### src/logic/clkm_pkg.sv
// Constants shared by the clock multiplier control block
`default_nettype none
package clkm_pkg;
    localparam logic [7:0] CTRL_ADDR      = 8'hB9;
    localparam logic [7:0] CTRL_RESET     = 8'h00;
    localparam int         ON_BIT         = 7;
    localparam int         INIT_BIT       = 6;
    localparam int         LOCKED_BIT     = 5;
    localparam int         SEL_LSB        = 0;
    localparam int         SEL_W          = 2;
    localparam logic [1:0] SRC_INT_OSC    = 2'h0;
    localparam logic [1:0] SRC_EXT_OSC    = 2'h1;
    localparam logic [1:0] SRC_EXT_HALF   = 2'h2;
    localparam logic [1:0] SRC_RESERVED   = 2'h3;
    localparam logic [2:0] MUL_FACTOR     = 3'h4;
    localparam int         REF_FREQ_MHZ   = 12;
    localparam int         CLK_FREQ_MHZ   = 250;
    localparam int         LOCK_TIME_NS   = 2000;
    localparam int         LOCK_CYCLES    = (LOCK_TIME_NS * CLK_FREQ_MHZ + 999) / 1000;
    localparam logic [1:0] SYS_REQ_OTHER  = 2'h0;
    localparam logic [1:0] SYS_REQ_HALF   = 2'h1;
    localparam logic [1:0] SYS_REQ_FULL   = 2'h2;
    localparam logic [1:0] SYS_SEL_NONE   = 2'h0;
    localparam logic [1:0] SYS_SEL_HALF   = 2'h1;
    localparam logic [1:0] SYS_SEL_FULL   = 2'h2;
    typedef enum logic [3:0] {
        ST_OFF     = 4'h1,
        ST_ARMED   = 4'h2,
        ST_LOCKING = 4'h4,
        ST_LOCKED  = 4'h8
    } clkm_state_type;
endpackage
`default_nettype wire

### src/logic/clkm_lock_if.sv
// Handshake between the control state machine and the lock timer
`default_nettype none
interface clkm_lock_if;
    logic start;
    logic abort;
    logic done;
    modport ctrl  (output start, output abort, input done);
    modport timer (input start, input abort, output done);
endinterface
`default_nettype wire

### src/logic/clkm_ctrl.sv
// Clock multiplier control register, lock sequencing and system clock choice
`default_nettype none
// Operation
// - The multiplier runs its selected 12 MHz reference at four times, giving 48 MHz.
// - A halved copy of the multiplier output can be chosen as the system clock.
// - Where the variant allows it, the full 48 MHz output can be chosen as system clock.
// - Bits 1-0 choose internal, external or halved external reference; code 11 is reserved.
// - Read-only bit 5 reads 1 only once the output is stable; software polls for it.
// - Bit 7 switches the multiplier off or on, and the register resets to all zeros.
module clkm_ctrl #(
    parameter int LOCK_CYCLES   = clkm_pkg::LOCK_CYCLES,
    parameter bit FULL_SYSCLK_EN = 1'b1
) (
    input  wire logic       sys_clk_i,
    input  wire logic       reset_i,
    input  wire logic [7:0] sfr_addr_i,
    input  wire logic       sfr_wr_i,
    input  wire logic [7:0] sfr_wdata_i,
    output logic      [7:0] sfr_rdata_o,
    input  wire logic [1:0] sysclk_req_i,
    output logic            mul_on_o,
    output logic      [1:0] mul_ref_sel_o,
    output logic            mul_ref_half_o,
    output logic      [2:0] mul_factor_o,
    output logic            mul_locked_o,
    output logic      [1:0] sysclk_mul_sel_o
);
    generate
        if (LOCK_CYCLES < 2 || LOCK_CYCLES > 1000) begin : g_bad
            $error("clkm_ctrl: LOCK_CYCLES out of range");
        end
    endgenerate

    clkm_lock_if lk ();

    clkm_lock_timer #(.CYCLES(LOCK_CYCLES)) u_timer (
        .sys_clk_i (sys_clk_i),
        .reset_i   (reset_i),
        .lk        (lk.timer)
    );

    function automatic logic src_valid(input logic [1:0] sel);
        src_valid = (sel != clkm_pkg::SRC_RESERVED);
    endfunction

    logic                       on_ff;
    logic                       nxt_on;
    logic                       init_ff;
    logic                       nxt_init;
    logic [1:0]                 sel_ff;
    logic [1:0]                 nxt_sel;
    clkm_pkg::clkm_state_type   state_ff;
    clkm_pkg::clkm_state_type   nxt_state;
    logic [7:0]                 rdata_ff;
    logic [7:0]                 nxt_rdata;
    logic [1:0]                 sys_ff;
    logic [1:0]                 nxt_sys;
    logic                       wr_hit;
    logic                       init_req;
    logic                       start_c;
    logic                       abort_c;

    assign wr_hit = sfr_wr_i && (sfr_addr_i == clkm_pkg::CTRL_ADDR);
    // Init takes effect only once the multiplier was already on
    assign init_req = wr_hit && sfr_wdata_i[clkm_pkg::INIT_BIT]
                      && sfr_wdata_i[clkm_pkg::ON_BIT] && on_ff
                      && src_valid(sfr_wdata_i[1:0]);

    // Register fields
    always_comb begin
        nxt_on   = on_ff;
        nxt_init = init_ff;
        nxt_sel  = sel_ff;
        if (wr_hit) begin
            nxt_on   = sfr_wdata_i[clkm_pkg::ON_BIT];
            nxt_init = sfr_wdata_i[clkm_pkg::INIT_BIT];
            nxt_sel  = sfr_wdata_i[clkm_pkg::SEL_LSB +: clkm_pkg::SEL_W];
        end
    end

    // Lock sequencing
    always_comb begin
        nxt_state = state_ff;
        start_c   = 1'b0;
        abort_c   = 1'b0;
        if (!nxt_on) begin
            nxt_state = clkm_pkg::ST_OFF;
            abort_c   = 1'b1;
        end else begin
            case (state_ff)
                clkm_pkg::ST_OFF: begin
                    nxt_state = clkm_pkg::ST_ARMED;
                end
                clkm_pkg::ST_ARMED, clkm_pkg::ST_LOCKED: begin
                    if (init_req) begin
                        nxt_state = clkm_pkg::ST_LOCKING;
                        start_c   = 1'b1;
                    end
                end
                clkm_pkg::ST_LOCKING: begin
                    if (init_req) begin
                        start_c = 1'b1;
                    end else if (lk.done) begin
                        nxt_state = clkm_pkg::ST_LOCKED;
                    end
                end
                default: begin
                    nxt_state = clkm_pkg::ST_OFF;
                    abort_c   = 1'b1;
                end
            endcase
        end
    end

    assign lk.start = start_c;
    assign lk.abort = abort_c;

    // Read-back and system clock selection
    always_comb begin
        nxt_rdata = 8'h00;
        if (sfr_addr_i == clkm_pkg::CTRL_ADDR) begin
            nxt_rdata[clkm_pkg::ON_BIT]     = on_ff;
            nxt_rdata[clkm_pkg::INIT_BIT]   = init_ff;
            nxt_rdata[clkm_pkg::LOCKED_BIT] = (state_ff == clkm_pkg::ST_LOCKED);
            nxt_rdata[clkm_pkg::SEL_LSB +: clkm_pkg::SEL_W] = sel_ff;
        end
        case (sysclk_req_i)
            clkm_pkg::SYS_REQ_HALF: nxt_sys = clkm_pkg::SYS_SEL_HALF;
            clkm_pkg::SYS_REQ_FULL: nxt_sys = FULL_SYSCLK_EN ? clkm_pkg::SYS_SEL_FULL
                                                             : clkm_pkg::SYS_SEL_NONE;
            default:                nxt_sys = clkm_pkg::SYS_SEL_NONE;
        endcase
    end

    always_ff @(posedge sys_clk_i) begin
        if (reset_i) begin
            on_ff    <= clkm_pkg::CTRL_RESET[clkm_pkg::ON_BIT];
            init_ff  <= clkm_pkg::CTRL_RESET[clkm_pkg::INIT_BIT];
            sel_ff   <= clkm_pkg::CTRL_RESET[1:0];
            state_ff <= clkm_pkg::ST_OFF;
            rdata_ff <= 8'h00;
            sys_ff   <= clkm_pkg::SYS_SEL_NONE;
        end else begin
            on_ff    <= nxt_on;
            init_ff  <= nxt_init;
            sel_ff   <= nxt_sel;
            state_ff <= nxt_state;
            rdata_ff <= nxt_rdata;
            sys_ff   <= nxt_sys;
        end
    end

    assign sfr_rdata_o      = rdata_ff;
    assign mul_on_o         = on_ff;
    assign mul_ref_sel_o    = sel_ff;
    assign mul_ref_half_o   = (sel_ff == clkm_pkg::SRC_EXT_HALF);
    assign mul_factor_o     = clkm_pkg::MUL_FACTOR;
    assign mul_locked_o     = (state_ff == clkm_pkg::ST_LOCKED);
    assign sysclk_mul_sel_o = sys_ff;

    // Done pulse is one edge before the locked state is registered
    localparam int LockA = LOCK_CYCLES + 1;
endmodule
`default_nettype wire

### src/logic/clkm_lock_timer.sv
// Lock settling timer: pulses done a fixed number of cycles after start
`default_nettype none
module clkm_lock_timer #(
    parameter int CYCLES = clkm_pkg::LOCK_CYCLES
) (
    input  wire logic     sys_clk_i,
    input  wire logic     reset_i,
    clkm_lock_if.timer    lk
);
    generate
        if (CYCLES < 2 || CYCLES > 65535) begin : g_bad
            $error("clkm_lock_timer: CYCLES out of range");
        end
    endgenerate

    logic [15:0] cnt_ff;
    logic [15:0] nxt_cnt;
    logic        run_ff;
    logic        nxt_run;
    logic        done_ff;
    logic        nxt_done;

    always_comb begin
        nxt_cnt  = cnt_ff;
        nxt_run  = run_ff;
        nxt_done = 1'b0;
        if (lk.abort) begin
            nxt_run = 1'b0;
            nxt_cnt = 16'h0000;
        end else if (lk.start) begin
            nxt_run = 1'b1;
            nxt_cnt = 16'h0000;
        end else if (run_ff) begin
            if (cnt_ff == 16'(CYCLES - 2)) begin
                nxt_run  = 1'b0;
                nxt_done = 1'b1;
            end
            nxt_cnt = cnt_ff + 16'h0001;
        end
    end

    always_ff @(posedge sys_clk_i) begin
        if (reset_i) begin
            cnt_ff  <= 16'h0000;
            run_ff  <= 1'b0;
            done_ff <= 1'b0;
        end else begin
            cnt_ff  <= nxt_cnt;
            run_ff  <= nxt_run;
            done_ff <= nxt_done;
        end
    end

    assign lk.done = done_ff;
endmodule
`default_nettype wire

### config.mk
export PLATFORM = sky130hd
export DESIGN_NAME = clkm_ctrl
export DESIGN_NICKNAME = d
export VERILOG_FILES = /design/src/logic/clkm_pkg.sv /design/src/logic/clkm_lock_if.sv /design/src/logic/clkm_ctrl.sv /design/src/logic/clkm_lock_timer.sv
export SDC_FILE = /design/constraint.sdc
export NUM_CORES = 1
export LEC_CHECK = 0
export ABC_AREA = 0
export BUFFER_PORTS_ARGS = -buffer_cell sky130_fd_sc_hd__buf_2
export CAP_MARGIN = 25
export CORE_MARGIN = 1
export CORE_UTILIZATION = 50
export CTS_CLUSTER_SIZE = 14
export DETAILED_ROUTE_END_ITERATION = 12
export PLACE_DENSITY = 0.8
export RECOVER_POWER = 50
export SLEW_MARGIN = 40
export SYNTH_ARGS = -nofsm -noshare
export SYNTH_HDL_FRONTEND = slang
export SYNTH_SLANG_ARGS = --single-unit
### constraint.sdc
create_clock -name sys_clk_i -period 3 [get_ports sys_clk_i]
set_input_delay 0.45 -clock sys_clk_i [delete_from_list [all_inputs] [get_ports sys_clk_i]]
set_output_delay 0.45 -clock sys_clk_i [all_outputs]
set_load 0.03 [all_outputs]
Yosys cells after proc, flatten, opt, wreduce, memory -nomap -nowiden
Cells that the tools add are included.
Word-level totals
  flip-flop bits (word level): 36
  bits of input ports: 21
  output and inout port bits: 18
  word-level logic and storage cells: 56
Operators by class
  add/sub/neg operators: 1
  equality and inequality tests: 13
  muxes and demuxes: 15
  bitwise gates (word level): 3
  reductions and logical operators: 14
Operators by type and width (count)
  16-bit by 1-bit adder with 16-bit output, second input constant: 1
  16-bit by 9-bit equality test with 1-bit output, second input constant: 1
  4-bit two-way mux: 3
  4-bit case mux with 3 select lines: 1
  1-bit two-way mux: 10
  8-bit equality test, second input constant: 1
  2-bit OR reduction: 4
  4-bit OR reduction: 2
  2-bit != test, second input constant: 3
  3-bit OR reduction: 2
  1-bit logical AND: 5
  2-bit equality test, second input constant: 2
  4-bit by 1-bit equality test with 1-bit output, second input constant: 1
  4-bit by 2-bit equality test with 1-bit output, second input constant: 1
  4-bit by 3-bit equality test with 1-bit output, second input constant: 1
  4-bit equality test, second input constant: 1
  2-bit case mux with 2 select lines: 1
  1-bit inverter: 3
  3-bit AND reduction: 1
  2-bit by 1-bit equality test with 1-bit output, second input constant: 1
  2-bit by 1-bit != test with 1-bit output, second input constant: 1

Longest topological paths before layout
Gate-level depths: netlist (run 1).
  depth after elaboration: 10
  depth in mapped cells: 7
  mapped depth without buffers: 5

Modules after synthesis
A second synthesis (run 1) with hierarchy kept.
Second synthesis, totals
  cells, all modules: 182
  area, all modules: 1595.3 um2
By module, submodules not included
  clkm_lock_timer: instances 1, cells each 101, area an instance 849.6 um2, seq. area each 360.3 um2
  clkm_ctrl: instances 1, cells each 81, area an instance 745.7 um2, seq. area each 300.3 um2

Worst setup path before layout (run 1)
Ideal clock, no wire load.
  kind: input to register
  start point: in sfr_addr_i[2]
  end point: reg u_timer.done_ff (netlist: u_timer.lk.done)
  setup time: 0.133 ns
  arrival: 1.611 ns
  data required time: 2.867 ns
  setup slack: 1.255 ns
  stages on the path: 6
  buffers on the path: 2
  cells stage by stage: and4bb_1 nand3_1 and3b_1 buf_2 buf_2 nor3_1
Between the ends
  longest elaborated chain between the ends: 10
  elaborated cells between the ends (all ways): 12
  classes of those cells: eq/ne: 1; mux: 5; reduce/logical: 6
RTL lines
  from (decl): line clkm_ctrl.sv:16  | input wire logic [7:0] sfr_addr_i,
  8-bit equality test (*): line clkm_ctrl.sv:63  | assign wr_hit = sfr_wr_i && (sfr_addr_i == clkm_pkg::CTRL_ADDR);
  1-bit logical AND (*): line clkm_ctrl.sv:63
  1-bit logical AND: line clkm_ctrl.sv:65  | assign init_req = wr_hit && sfr_wdata_i[clkm_pkg::INIT_BIT]
  1-bit logical AND (2 in series): line clkm_ctrl.sv:66  | && sfr_wdata_i[clkm_pkg::ON_BIT] && on_ff
  1-bit logical AND: line clkm_ctrl.sv:67  | && src_valid(sfr_wdata_i[1:0]);
  1-bit two-way mux: line clkm_ctrl.sv:95, clkm_ctrl.sv:101
  1-bit two-way mux
  1-bit two-way mux: line clkm_ctrl.sv:86  | if (!nxt_on) begin
  4-bit OR reduction (no line) (*)
  to (signal assigned): line clkm_lock_timer.sv:50  | done_ff <= nxt_done;
  to (decl): line clkm_lock_timer.sv:20  | logic done_ff;
Every way passes the cells marked *; elsewhere a longest branch is shown, timed or not.
A chain may end at the register's enable or synchronous reset.

Worst setup path in the final report (run 1)
  start point: in sfr_addr_i[6]
  end point: reg u_timer.cnt_ff[9]
Between the ends
  longest elaborated chain between the ends: 10
  elaborated cells between the ends (all ways): 12
  classes of those cells: eq/ne: 1; mux: 5; reduce/logical: 6
RTL lines
  8-bit equality test (*): line clkm_ctrl.sv:63
  1-bit logical AND (*): line clkm_ctrl.sv:63
  1-bit logical AND: line clkm_ctrl.sv:65
  1-bit logical AND (2 in series): line clkm_ctrl.sv:66
  1-bit logical AND: line clkm_ctrl.sv:67
  1-bit two-way mux: line clkm_ctrl.sv:95, clkm_ctrl.sv:101
  1-bit two-way mux
  1-bit two-way mux: line clkm_ctrl.sv:86
  3-bit OR reduction (no line) (*)
  to (signal assigned): line clkm_lock_timer.sv:48  | cnt_ff <= nxt_cnt;
  to (decl): line clkm_lock_timer.sv:16  | logic [15:0] cnt_ff;
Marked as above.

==> run summary, run 1 <==
run status: complete, no violations
placement row count: 20
crit path max fanout: 18
R2R Setup Slk: 1210 ps
CP startpoint kind: primary input
I/O pins: 39
LEAKAGE: 0.727 nW
H-tree levels: 2
WHS Path Cells: 2
First-pass DRT Iterations: 4
worst-skew pair later-pin latency: 340 ps
CTS buffer count: 5
fill count: 308
RR Startpoint: state_ff[1]
Synth Cell Area: 1610 um2
area added between synthesis and finish: 10.4%
Synth Instances: 170
dpl ws: 818 ps
die height: 58.7 um
Fin Clk Skew: 4.16 ps
yosys warns: 0
vias in the first global route: 1236
slew margin rel.: 0.527
# port buffers: 28
clock-pin slew on the worst setup and hold paths: 100 ps
hold buffers post-CTS: 0
worst vdd ir: 0.275 mV
Hold Fails Final Rpt: 0
leading post-synthesis cells by cell area: dfxtp_1, xor2_1, nor3_1
WL final: 3170 um
PD cells: 426 nW/um2
post-synthesis simple-gate area fraction: 0.281
cell taking the most area after synthesis: dfxtp_1
Core Box Area: 3050 um2
TritonCTS clock tree: yes
synth cell count leaders: dfxtp_1, nor3_1, xor2_1
Synth Area in Adders: 0.0156
Compound-Gate Fraction of Synth Area: 0.109
final core occ: 0.581
initial core utilization: 0.526
post-synthesis sequential area ratio: 0.411
reg2reg path depth: 4
RSZ-0062 raised after global routing: false
total track usage: 0.212
Synth top area share: 0.411
Mean Syn Cell Area: 9.45 um2
distinct cell type count after synthesis: 47
CTS root buf: clkbuf_4
worst setup margin: 1180 ps
antenna violations before repair: 0
gpl congestion: 0.813
hold_sp: sysclk_req_i[0]
global-route wire length before repair: 5280 um
Post-Synth XOR/XNOR Area: 0.0709
largest net degree at the start of global routing: 20
Post-DRT Antenna Nets: 0
WL/cell: 13.3 um
ys flop type: dfxtp_1
total setup buffers inserted after CTS: 0
1st-iter DRT viols: 55
CTS sink count: 33
post-synthesis mux area share: 0.0249
fraction of layout cells with a size suffix above 1: 0.170
Slew @ Worst Pin: 710 ps
R2R Path End: u_timer.cnt_ff[9]
vias: 1287
DP HPWL: 2400 um
die area: 3440 um2
CP Capture Type: register
max-cap viol count: 0
diode count: 0
Yosys reg bits: 33
accumulated negative setup slack: 0 ps
largest family of logic cells by synthesized area: simple AND/OR/NAND/NOR gates
ys async rst share: 0
Worst EP arrival: 2020 ps
final setup vio count: 0
critical path class: primary input to register
Worst EP required: 3190 ps
nets: 216
EDFF count, synth: 0
worst hold path endpoint: sysclk_mul_sel_o[1]
Bufs on Longest Clock Path: 2
f_max: 548 MHz
fin. max-slew vios: 0
post-route clock period utilization: 0.608
post_cts resized: 0
Die X: 58.7 um
Final min period: 1820 ps
vias per cell: 5.41
most frequent cell after synthesis: dfxtp_1
# DRC: 0
grt ovf: 0
Hold Path Class: primary input to register
## power breakdown
group | internal [mW] | switching, mW
logic | 0.0112 | 0.0213
registers | 0.439 | 0.000311
clock network | 0.136 | 0.149
## state kept, by name, indices dropped and copies added (netlist names)
| register | cells |
|---|---|
| u_timer.cnt_ff | 16 |
| mul_on_o | 1 |
| u_timer.run_ff | 1 |
| state_ff | 4 |
| sysclk_mul_sel_o | 2 |
| init_ff | 1 |
| sfr_rdata_o | 5 |
| mul_ref_sel_o | 2 |
| u_timer.lk.done | 1 |
## how the worst max path moves through the flow
stage / from / endpoint / slack (ps) / depth (start not counted)
2_1_floorplan: sfr_addr_i[2] / u_timer.lk.done / 1260 / 6
3_3_place_gp: sfr_addr_i[2] / u_timer.cnt_ff[6] / 890 / 5
3_5_place_dp: sfr_addr_i[2] / u_timer.cnt_ff[9] / 820 / 5
4_1_cts: sfr_addr_i[2] / u_timer.cnt_ff[9] / 1180 / 5
5_1_grt: sfr_addr_i[2] / u_timer.cnt_ff[9] / 1060 / 5
6_report: sfr_addr_i[6] / u_timer.cnt_ff[9] / 1180 / 5
## layout make-up
type | count | area (um2) | area share
Multi-Input combinational cell | 118 | 836 | 0.471
Clock buffer | 7 | 65.1 | 0.0367
Timing Repair Buffer | 28 | 126 | 0.0712
Clock inverter | 1 | 5.00 | 0.00282
Sequential cell | 33 | 661 | 0.372
Inverter | 7 | 26.3 | 0.0148
Tap cell | 44 | 55.1 | 0.0310
## per-stage QoR
step	power (mW)	hold slack, ps	instance area [um2]	cells
6_report	0.756	268	1770	238
5_1_grt	0.792	250	1770	238
4_1_cts	0.765	258	1780	238
3_5_place_dp	0.482	452	1710	230
3_3_place_gp	0.481	454	1710	230
2_1_floorplan	0.474	430	1620	174
## worst max-delay path, cell delays in order
cell	delay, ps
buf_2	100
and4b_1	290
nand3_1	260
and3b_1	760
nor3_1	160
## cell families (layout without fill, tap and decap cells)
logic type               after synthesis  after routing
AND/OR/NAND/NOR                       72             72
flip-flops                            33             33
buffers and inverters                 23             43
AO/OA/AOI/OAI                         21             21
XOR/XNOR                              13             13
multiplexers                           4              4
adder cells (fa/ha/maj)                2              2
other                                  2              6
## layout by cell type (no fill, tap or decap), drive strengths merged, types with 3 or more instances in the layout
| cell type | instances |
|---|---|
| dfxtp | 33 |
| a211oi | 4 |
| and4 | 3 |
| nor2 | 7 |
| conb | 6 |
| and3 | 4 |
| nand2 | 6 |
| and2 | 6 |
| nand4 | 4 |
| inv | 7 |
| or3 | 3 |
| buf | 17 |
| mux2i | 4 |
| nor4 | 3 |
| o21ai | 4 |
| clkbuf | 18 |
| nand3 | 8 |
| xor2 | 11 |
| nor3 | 15 |
## layer usage
metal  vias up  wire (um)  track usage
li1        647          -            -
met1       611       1290        0.222
met2        25       1720        0.386
met3         4        129       0.0791
met4         0         30       0.0816
met5         -          0            0
(Power assumes the default switching activity.)
==> inputs of run 2 (changes only) <==
==> constraint.sdc (replaced) <==
create_clock -name sys_clk_i -period 1.9 [get_ports sys_clk_i]
set_input_delay 0.285 -clock sys_clk_i [delete_from_list [all_inputs] [get_ports sys_clk_i]]
set_output_delay 0.285 -clock sys_clk_i [all_outputs]
set_load 0.03 [all_outputs]
==> run summary, run 2 (synthesized netlist as in run 1, its figures left out) <==
run status: complete, no violations
vias in the first global route: 1287 (+4.1%)
gpl congestion: 0.841 (+3.4%)
worst vdd ir: 0.365 mV (+33%)
RSZ-0062 raised after global routing: false
Bufs on Longest Clock Path: 2 (unchanged)
grt ovf: 0 (unchanged)
accumulated negative setup slack: 0 ps (unchanged)
f_max: 603 MHz
Hold Path Class: primary input to register
Total Power: 1.14 mW (+51%)
First-pass DRT Iterations: 4 (unchanged)
area added between synthesis and finish: 12.5%
vias: 1301 (+1.1%)
max-cap viol count: 0 (unchanged)
fin area: 1810 um2 (+1.9%)
most frequent cells in the layout: dfxtp_1, buf_2, nor3_1
Hold Slack: 118 ps (-150 ps)
dpl cells: 238 (+3.5%)
Post-DRT Antenna Nets: 0 (unchanged)
Die X: 58.7 um (unchanged)
Worst EP required: 2150 ps (-1040 ps)
fin. max-slew vios: 0 (unchanged)
Largest Register: u_timer.cnt_ff
fraction of layout cells with a size suffix above 1: 0.189 (+0.0190)
post-route clock period utilization: 0.873
post_cts resized: 0 (unchanged)
worst-skew pair later-pin latency: 330 ps (about the same)
CP Capture Type: register
Hold Fails Final Rpt: 0 (unchanged)
DP HPWL: 2420 um (+1.2%)
total track usage: 0.216 (+0.00333)
Finished Layout Cells: 245 (+2.9%)
WL final: 3220 um (+1.8%)
diode count: 0 (unchanged)
antenna violations before repair: 0 (unchanged)
initial core utilization: 0.526 (unchanged)
die height: 58.7 um (unchanged)
fill count: 294 (-4.5%)
worst setup margin: 242 ps (-934 ps)
Final min period: 1660 ps
CTS root buf: clkbuf_4
Core Box Area: 3050 um2 (unchanged)
PD cells: 630 nW/um2 (+48%)
CTS sink count: 33 (unchanged)
dpl ws: 151 ps (-666 ps)
clock-pin slew on the worst setup and hold paths: 90 ps (about the same)
nets: 224 (+3.7%)
I/O pins: 39 (unchanged)
final core occ: 0.592 (+0.0111)
H-tree levels: 2 (unchanged)
final setup vio count: 0 (unchanged)
WL/cell: 13.2 um (-1.1%)
LEAKAGE: 0.752 nW (+3.4%)
global-route wire length before repair: 5500 um (+4.2%)
crit path max fanout: 9 (-9)
CTS buffer count: 5 (unchanged)
die area: 3440 um2 (unchanged)
most common cell after layout, fill and taps aside: dfxtp_1
critical path class: register to register
hold buffers post-CTS: 0 (unchanged)
vias per cell: 5.31 (-1.8%)
placement row count: 20 (unchanged)
# DRC: 0 (unchanged)
CP startpoint kind: register
# port buffers: 28 (unchanged)
largest net degree at the start of global routing: 19 (-5.0%)
Fin Clk Skew: 6.22 ps (+2.05 ps)
Worst EP arrival: 1910 ps (-110 ps)
1st-iter DRT viols: 89 (+62%)
max FFs per register: 16 (unchanged)
Area after DPL: 1770 um2 (+3.5%)
TritonCTS clock tree: yes
total setup buffers inserted after CTS: 0 (unchanged)
==> run 2: path summary, 6_finish.rpt <==
path                   start             endpoint  slack [ps]  depth (start not counted)
max              state_ff[1]    u_timer.cnt_ff[5]         240                          5
min          sysclk_req_i[0]  sysclk_mul_sel_o[1]         120                          2
max reg2reg      state_ff[1]    u_timer.cnt_ff[5]         240                          5
min reg2reg          init_ff       sfr_rdata_o[6]         480                          1
==> run 2: worst max-delay path, cell delays in order, from the launching register on <==
cell and delay (ps):
dfxtp_1 400, nand2b_1 190, a311oi_1 350, o22ai_2 250, buf_4 230, nor3_1 170
==> run 2: per-layer routing <==
layer,share of wire,global-route usage,vias up
met5,0,0,-
met1,0.43,0.234,607
met4,0.0059,0.119,0
met2,0.52,0.388,27
met3,0.038,0.0484,2
li1,-,-,665
==> run 2: cell type report <==
class,count,area [um2],area share
multi-input combinational,118,828,0.458
sequential,33,661,0.365
timing repair buffer,36,183,0.101
clock buffer,7,55.1,0.0304
tap,44,55.1,0.0304
inverter,7,26.3,0.0145
==> run 2: where the power goes <==
group / leakage (nW) / switching, mW / internal (mW) / total, mW
Combinational: 0.455 / 0.0338 / 0.0177 / 0.0515
Sequential: 0.266 / 0.000523 / 0.693 / 0.693
Clock: 0.0314 / 0.220 / 0.174 / 0.394
Total: 0.752 / 0.254 / 0.885 / 1.14
